**src/idu_pkg.sv**
```systemverilog
package idu_pkg;
    localparam int IDU_XLEN = 64;
    localparam int IDU_WLEN = 32;
    localparam int IDU_CNT_W = 7;
    localparam logic [3:0] IDU_REL_DEFAULT = 4'h2;
    localparam logic [3:0] IDU_REL_NO_DWORD = 4'h6;
    localparam logic [IDU_CNT_W-1:0] IDU_WORD_STEPS = 7'h20;
    localparam logic [IDU_CNT_W-1:0] IDU_DWORD_STEPS = 7'h40;
    typedef enum logic [1:0] {
        IDU_OP_WORD_SIGNED = 2'b00,
        IDU_OP_DWORD_SIGNED = 2'b01,
        IDU_OP_DWORD_UNSIGNED = 2'b10,
        IDU_OP_RSVD = 2'b11
    } idu_op_t;
    typedef enum logic [1:0] {
        IDU_ST_IDLE = 2'b00,
        IDU_ST_RUN = 2'b01,
        IDU_ST_FIX = 2'b10
    } idu_state_t;
endpackage

```
**src/idu_step_if.sv**
```systemverilog
`timescale 1ns/1ps
`default_nettype none
interface idu_step_if #(parameter int W = 64);
    logic [W-1:0] rem_cur;
    logic [W-1:0] quo_cur;
    logic [W-1:0] divisor;
    logic [W-1:0] rem_next;
    logic [W-1:0] quo_next;
    modport ctrl (output rem_cur, output quo_cur, output divisor,
        input rem_next, input quo_next);
    modport step (input rem_cur, input quo_cur, input divisor,
        output rem_next, output quo_next);
endinterface
`default_nettype wire

```
**src/idu_step.sv**
```systemverilog
`timescale 1ns/1ps
`default_nettype none
module idu_step #(
    parameter int W = 64
) (
    idu_step_if.step s
);
    logic [W:0] shifted;
    logic [W:0] diff;
    // One restoring division step
    always_comb begin
        shifted = {s.rem_cur, s.quo_cur[W-1]};
        diff = shifted - {1'b0, s.divisor};
        if (!diff[W]) begin
            s.rem_next = diff[W-1:0];
            s.quo_next = {s.quo_cur[W-2:0], 1'b1};
        end else begin
            s.rem_next = shifted[W-1:0];
            s.quo_next = {s.quo_cur[W-2:0], 1'b0};
        end
    end
endmodule
`default_nettype wire

```
**src/idu_divide_unit.sv**
```systemverilog
`timescale 1ns/1ps
`default_nettype none
module idu_divide_unit
    import idu_pkg::*;
#(
    parameter int XLEN = IDU_XLEN,
    parameter logic [3:0] RELEASE_LEVEL = IDU_REL_DEFAULT
) (
    input wire logic core_clk_in,
    input wire logic sys_rst_in,
    input wire logic clk_en_in,
    input wire logic start_in,
    input wire logic [1:0] op_in,
    input wire logic [XLEN-1:0] dividend_in,
    input wire logic [XLEN-1:0] divisor_in,
    input wire logic move_from_lower_result_in,
    input wire logic move_from_upper_result_in,
    output logic busy_out,
    output logic done_out,
    output logic rsvd_instr_exc_out,
    output logic arith_exc_out,
    output logic read_stall_out,
    output logic read_valid_out,
    output logic [XLEN-1:0] read_data_out,
    output logic [XLEN-1:0] lower_result_reg_out,
    output logic [XLEN-1:0] upper_result_reg_out
);
    idu_state_t state_r;
    logic [IDU_CNT_W-1:0] count_r;
    logic [XLEN-1:0] rem_r;
    logic [XLEN-1:0] quo_r;
    logic [XLEN-1:0] dvs_r;
    logic neg_quo_r;
    logic neg_rem_r;
    logic word_r;
    logic pend_lo_r;
    logic pend_hi_r;
    logic accept;
    logic is_dword;
    logic reject;
    logic sgn_a;
    logic sgn_b;
    logic [XLEN-1:0] a_ext;
    logic [XLEN-1:0] b_ext;
    logic [XLEN-1:0] q_fix;
    logic [XLEN-1:0] r_fix;
    logic rd_req;
    logic [XLEN-1:0] a_mag;

    idu_step_if #(.W(XLEN)) st ();

    idu_step #(.W(XLEN)) u_step (
        .s(st)
    );

    function automatic logic [XLEN-1:0] abs_val(input logic [XLEN-1:0] v, input logic neg);
        abs_val = neg ? (~v + {{(XLEN-1){1'b0}}, 1'b1}) : v;
    endfunction

    function automatic logic [XLEN-1:0] sext32(input logic [XLEN-1:0] v);
        sext32 = {{(XLEN-IDU_WLEN){v[IDU_WLEN-1]}}, v[IDU_WLEN-1:0]};
    endfunction

    assign is_dword = (op_in == IDU_OP_DWORD_SIGNED) || (op_in == IDU_OP_DWORD_UNSIGNED);
    assign reject = (op_in == IDU_OP_RSVD) || (is_dword && (RELEASE_LEVEL >= IDU_REL_NO_DWORD));
    assign accept = start_in && (state_r == IDU_ST_IDLE) && !reject;
    assign rd_req = move_from_lower_result_in || move_from_upper_result_in;
    assign a_mag = abs_val(a_ext, sgn_a);

    always_comb begin
        a_ext = dividend_in;
        b_ext = divisor_in;
        sgn_a = 1'b0;
        sgn_b = 1'b0;
        unique case (op_in)
            IDU_OP_WORD_SIGNED: begin
                a_ext = sext32(dividend_in);
                b_ext = sext32(divisor_in);
                sgn_a = dividend_in[IDU_WLEN-1];
                sgn_b = divisor_in[IDU_WLEN-1];
            end
            IDU_OP_DWORD_SIGNED: begin
                sgn_a = dividend_in[XLEN-1];
                sgn_b = divisor_in[XLEN-1];
            end
            IDU_OP_DWORD_UNSIGNED: begin
                sgn_a = 1'b0;
                sgn_b = 1'b0;
            end
            IDU_OP_RSVD: begin
                sgn_a = 1'b0;
                sgn_b = 1'b0;
            end
        endcase
    end

    assign st.rem_cur = rem_r;
    assign st.quo_cur = quo_r;
    assign st.divisor = dvs_r;

    // Sign correction; truncated division, remainder takes the dividend sign
    assign q_fix = abs_val(quo_r, neg_quo_r);
    assign r_fix = abs_val(rem_r, neg_rem_r);

    // Sequencer
    always_ff @(posedge core_clk_in) begin
        if (sys_rst_in) begin
            state_r <= IDU_ST_IDLE;
            count_r <= '0;
        end else if (clk_en_in) begin
            unique case (state_r)
                IDU_ST_IDLE: begin
                    if (accept) begin
                        state_r <= IDU_ST_RUN;
                        count_r <= (op_in == IDU_OP_WORD_SIGNED) ? IDU_WORD_STEPS : IDU_DWORD_STEPS;
                    end
                end
                IDU_ST_RUN: begin
                    count_r <= count_r - 7'h01;
                    if (count_r == 7'h01) begin
                        state_r <= IDU_ST_FIX;
                    end
                end
                IDU_ST_FIX: begin
                    state_r <= IDU_ST_IDLE;
                end
                default: begin
                    state_r <= IDU_ST_IDLE;
                end
            endcase
        end
    end

    // Datapath
    always_ff @(posedge core_clk_in) begin
        if (sys_rst_in) begin
            rem_r <= '0;
            quo_r <= '0;
            dvs_r <= '0;
            neg_quo_r <= 1'b0;
            neg_rem_r <= 1'b0;
            word_r <= 1'b0;
        end else if (clk_en_in) begin
            if (accept) begin
                rem_r <= '0;
                word_r <= (op_in == IDU_OP_WORD_SIGNED);
                neg_quo_r <= sgn_a ^ sgn_b;
                neg_rem_r <= sgn_a;
                dvs_r <= abs_val(b_ext, sgn_b);
                if (op_in == IDU_OP_WORD_SIGNED) begin
                    quo_r <= {a_mag[IDU_WLEN-1:0], {(XLEN-IDU_WLEN){1'b0}}};
                end else begin
                    quo_r <= a_mag;
                end
            end else if (state_r == IDU_ST_RUN) begin
                rem_r <= st.rem_next;
                quo_r <= st.quo_next;
            end
        end
    end

    // Result registers and status
    always_ff @(posedge core_clk_in) begin
        if (sys_rst_in) begin
            lower_result_reg_out <= '0;
            upper_result_reg_out <= '0;
            busy_out <= 1'b0;
            done_out <= 1'b0;
            rsvd_instr_exc_out <= 1'b0;
            arith_exc_out <= 1'b0;
        end else if (clk_en_in) begin
            done_out <= 1'b0;
            arith_exc_out <= 1'b0;
            rsvd_instr_exc_out <= start_in && (state_r == IDU_ST_IDLE) && reject;
            if (accept) begin
                busy_out <= 1'b1;
            end else if (state_r == IDU_ST_FIX) begin
                busy_out <= 1'b0;
                done_out <= 1'b1;
                if (word_r) begin
                    lower_result_reg_out <= sext32(q_fix);
                    upper_result_reg_out <= sext32(r_fix);
                end else begin
                    lower_result_reg_out <= q_fix;
                    upper_result_reg_out <= r_fix;
                end
            end
        end
    end

    // Result moves: served from the registers, held while a divide runs
    always_ff @(posedge core_clk_in) begin
        if (sys_rst_in) begin
            pend_lo_r <= 1'b0;
            pend_hi_r <= 1'b0;
            read_valid_out <= 1'b0;
            read_stall_out <= 1'b0;
            read_data_out <= '0;
        end else if (clk_en_in) begin
            read_valid_out <= 1'b0;
            if (state_r == IDU_ST_IDLE && !pend_lo_r && !pend_hi_r) begin
                read_stall_out <= 1'b0;
                if (rd_req) begin
                    read_valid_out <= 1'b1;
                    read_data_out <= move_from_upper_result_in ? upper_result_reg_out
                                                               : lower_result_reg_out;
                end
            end else if (state_r == IDU_ST_IDLE) begin
                read_stall_out <= 1'b0;
                read_valid_out <= 1'b1;
                read_data_out <= pend_hi_r ? upper_result_reg_out : lower_result_reg_out;
                pend_lo_r <= 1'b0;
                pend_hi_r <= 1'b0;
            end else if (rd_req || pend_lo_r || pend_hi_r) begin
                read_stall_out <= 1'b1;
                if (rd_req) begin
                    pend_hi_r <= move_from_upper_result_in;
                    pend_lo_r <= !move_from_upper_result_in;
                end
            end
        end
    end
endmodule
`default_nettype wire

```
**config.mk**
```make
export PLATFORM = sky130hd
export DESIGN_NAME = idu_divide_unit
export DESIGN_NICKNAME = d
export VERILOG_FILES = /design/src/idu_pkg.sv /design/src/idu_step_if.sv /design/src/idu_step.sv /design/src/idu_divide_unit.sv
export SDC_FILE = /design/constraint.sdc
export NUM_CORES = 1
export LEC_CHECK = 0
export BUFFER_PORTS_ARGS = -buffer_cell sky130_fd_sc_hd__buf_2
export CAP_MARGIN = 25
export CORE_UTILIZATION = 58
export DETAILED_ROUTE_END_ITERATION = 7
export HOLD_SLACK_MARGIN = 0.12
export PLACE_DENSITY = 0.78
export SLEW_MARGIN = 15
export SYNTH_ARGS = -nofsm -noshare
export SYNTH_HDL_FRONTEND = slang
export SYNTH_SLANG_ARGS = --single-unit
export TNS_END_PERCENT = 5
```
**constraint.sdc**
```tcl
create_clock -name core_clk_in -period 7.6 [get_ports core_clk_in]
set_clock_uncertainty 0.1 [all_clocks]
set_input_delay 1.52 -clock core_clk_in [delete_from_list [all_inputs] [get_ports core_clk_in]]
set_output_delay 1.52 -clock core_clk_in [all_outputs]
set_load 0.03 [all_outputs]
```
==> flow_metrics.tcl <==
set metrics [dict create \
    outcome "finished with violations" \
    failed_checks "design-rule violations" \
    r2r_start "quo_r[63]$_SDFFE_PP0P_" \
    dr_total_vias 26770 \
    crit_path_end_kind "flip-flop" \
    cp.required_ns 7.91 \
    gp_congestion 1.004 \
    grt_max_degree 192 \
    drt_wl_total_um 91040 \
    core-area_um2 43460 \
    area_delta_synth_final_pct 12.38 \
    num_rows 76 \
    die_w_um 212.9 \
    drc_errors 2 \
    r2r_slack_ns 2.35 \
    max_slew.worst_pin.slew_ns 1.039 \
    clk_path_buf_depth 3 \
    synth_seq_area_share_pct 31.27 \
    hold_violations 0 \
    cp-startpoint "quo_r[63]$_SDFFE_PP0P_" \
    dp.cells 4082 \
    io_pins 334 \
    dr.pass1.iters 8 \
    gr-total-overflow 0 \
    powerDensity_nw_per_um2 193.7 \
    dpl_worst_slack_ns 2.542 \
    ys_warn_count 0 \
    synth.cell_area_um2 25800 \
    synth-seq-cells 403 \
    drt_iter0_markers 3086 \
    yosys.area.top_type_share_pct 31.27 \
    hpwl_um 69130 \
    ctsHoldBuffers 0 \
    synth_edf_count 0 \
    peakVddDrop_mv 0.1603 \
    layout.nets 3753 \
    start_kind "flip-flop" \
    crit_end "rem_r[20]$_SDFFE_PP0P_" \
    synth_cell_types 75 \
    syn-mean-instance-area_um2 7.615 \
    clk_pin_slew_worst_paths_ns 0.06 \
    drive_above_1_share_pct 13.31 \
    crit_arrival_ns 5.56 \
    maxCapViolCount 0 \
    p_leak_nw 11.94 \
    post_cts_buffers 0 \
    max_clock_freq_mhz 190.5 \
    antenna_cells 0 \
    yosysTopAreaCell "dfxtp_1" \
    setup_ws_ns 2.350 \
    cts-htree-levels 2 \
    rr_worst_depth 15 \
    antenna_found_initial 1 \
    drv_slew 0 \
    ys_async_sr_fraction_pct 0 \
    cp_max_fo 25 \
    r2r_end "rem_r[20]$_SDFFE_PP0P_" \
    ctsRootBufferMaster "clkbuf_16" \
    antenna_left 0 \
    initial_utilization_pct 59.37 \
    synth_flop_cell "dfxtp_1" \
    final_cell_mix "dfxtp_1 (401), nor2_1 (388), nand2_1 (360)" \
    min_period_ns 5.250 \
    die_area_um2 45330 \
    max_slew_margin_pct 30.59 \
    die-height_um 212.9 \
    hp-class "flip-flop to flip-flop" \
    layout.cells.non_filler 4160 \
    grt_pass1_wl_um 137300 \
    io_buffers 332 \
    cts_inserted_buffers 45 \
    synth.area.top_cells "dfxtp_1 (31%), nor2_1 (5.8%), a211oi_1 (5.5%)" \
    tns_ns 0 \
    clkSinkCount 403 \
    cts_tree "yes" \
    setup_viol 0 \
    rsz0062_at_grt "false" \
    finalCritPeriodShare_pct 69.08 \
    grt_pass1_vias 23730 \
    post_drt_wl_per_cell_um 21.89 \
    post_cts_resized 0 \
    clk-insertion-delay-late_ns 0.59 \
    grtUsageTotal_pct 38.88 \
    via_per_inst 6.436 \
    final_common_cell "dfxtp_1" \
    critPathKind "flip-flop to flip-flop" \
    synth_nets 3595 \
    synthCells 3388 \
]
[worst max-delay path, stage by stage, from the launching register on]
cell and delay, ns:
dfxtp_1 0.34, inv_1 0.10, ha_1 0.24, fa_1 0.41, nand2b_1 0.19, a211oi_1 0.32, o21ai_0 0.20, a211oi_1 0.32
o21ai_1 0.16, a211oi_2 0.49, a31oi_1 0.28, o31ai_2 0.41, xor2_4 0.62, buf_4 0.49, mux2i_1 0.26, o21ai_0 0.10
[metal layers]
layer | GRT usage [%] | up-vias | wire length (um)
li1 | - | 12500 | -
met1 | 56.15 | 12500 | 39580
met2 | 57.65 | 1550 | 38500
met3 | 6.619 | 224 | 9598
met4 | 14.09 | 2 | 3356
met5 | 0 | - | 12
[through the flow]
stage | hold WS (ns) | total power, mW | util (%) | area (um2)
floorplan | 0.3319 | 3.078 | - | 25800
global placement | 0.3398 | 3.396 | 63.20 | 27470
detailed placement | 0.3473 | 3.421 | 63.27 | 27490
CTS | 0.3529 | 5.587 | 66.64 | 28960
global route | 0.3737 | 5.808 | 66.72 | 28990
finish | 0.3538 | 5.616 | 66.72 | 28990
[state kept, by name, summed over array words and instances (netlist names), 2 cells and up]
| register | count |
|---|---|
| count_r | 7 |
| rem_r | 64 |
| read_data_out | 64 |
| state_r | 2 |
| quo_r | 64 |
| dvs_r | 64 |
| lower_result_reg_out | 64 |
| upper_result_reg_out | 64 |
[synth_stat cells, types with 70 or more instances]
library cell and n:
xor2_1 155, a21oi_1 231, nand2_1 361, nor3_1 89, mux2i_1 118, o21ai_0 242
dfxtp_1 403, inv_1 110, nor2_1 396, xnor2_1 142, a211oi_1 189, ha_1 70
clkbuf_1 211
[report_power, final]
part	leakage [nW]	switching [mW]	internal, mW
clock network	0.721	0.915	1.28
logic	7.94	0.752	0.394
registers	3.27	0.0827	2.19
[cells by family after synthesis]
family | count (synthesis) | share of synthesized area [%]
adder cells (fa/ha/maj) | 71 | 3.473
AO/OA/AOI/OAI | 1016 | 25.37
buffers and inverters | 357 | 5.573
XOR/XNOR | 297 | 10.08
multiplexers | 118 | 4.578
other | 1 | 0.01454
flip-flops | 403 | 31.27
AND/OR/NAND/NOR | 1125 | 19.64
[area by class of cell]
cell class	count	area, um2
clock inverter	13	180.2
clock buffer	63	1284
timing repair buffer	358	1932
fill	3729	14460
tap	585	732.0
sequential	403	8070
multi-input combinational	2628	16380
inverter	110	412.9
[worst min path at each step]
stage | startpoint | to | cells after the start
after floorplan | dvs_r[33]$_SDFFE_PP0P_ | dvs_r[33]$_SDFFE_PP0P_ | 2
after global placement | dvs_r[57]$_SDFFE_PP0P_ | dvs_r[57]$_SDFFE_PP0P_ | 2
after detailed placement | dvs_r[41]$_SDFFE_PP0P_ | dvs_r[41]$_SDFFE_PP0P_ | 2
after CTS | dvs_r[41]$_SDFFE_PP0P_ | dvs_r[41]$_SDFFE_PP0P_ | 2
after global routing | dvs_r[44]$_SDFFE_PP0P_ | dvs_r[44]$_SDFFE_PP0P_ | 2
final | dvs_r[32]$_SDFFE_PP0P_ | dvs_r[32]$_SDFFE_PP0P_ | 2
No activity file was read; power rests on OpenSTA's default activity.
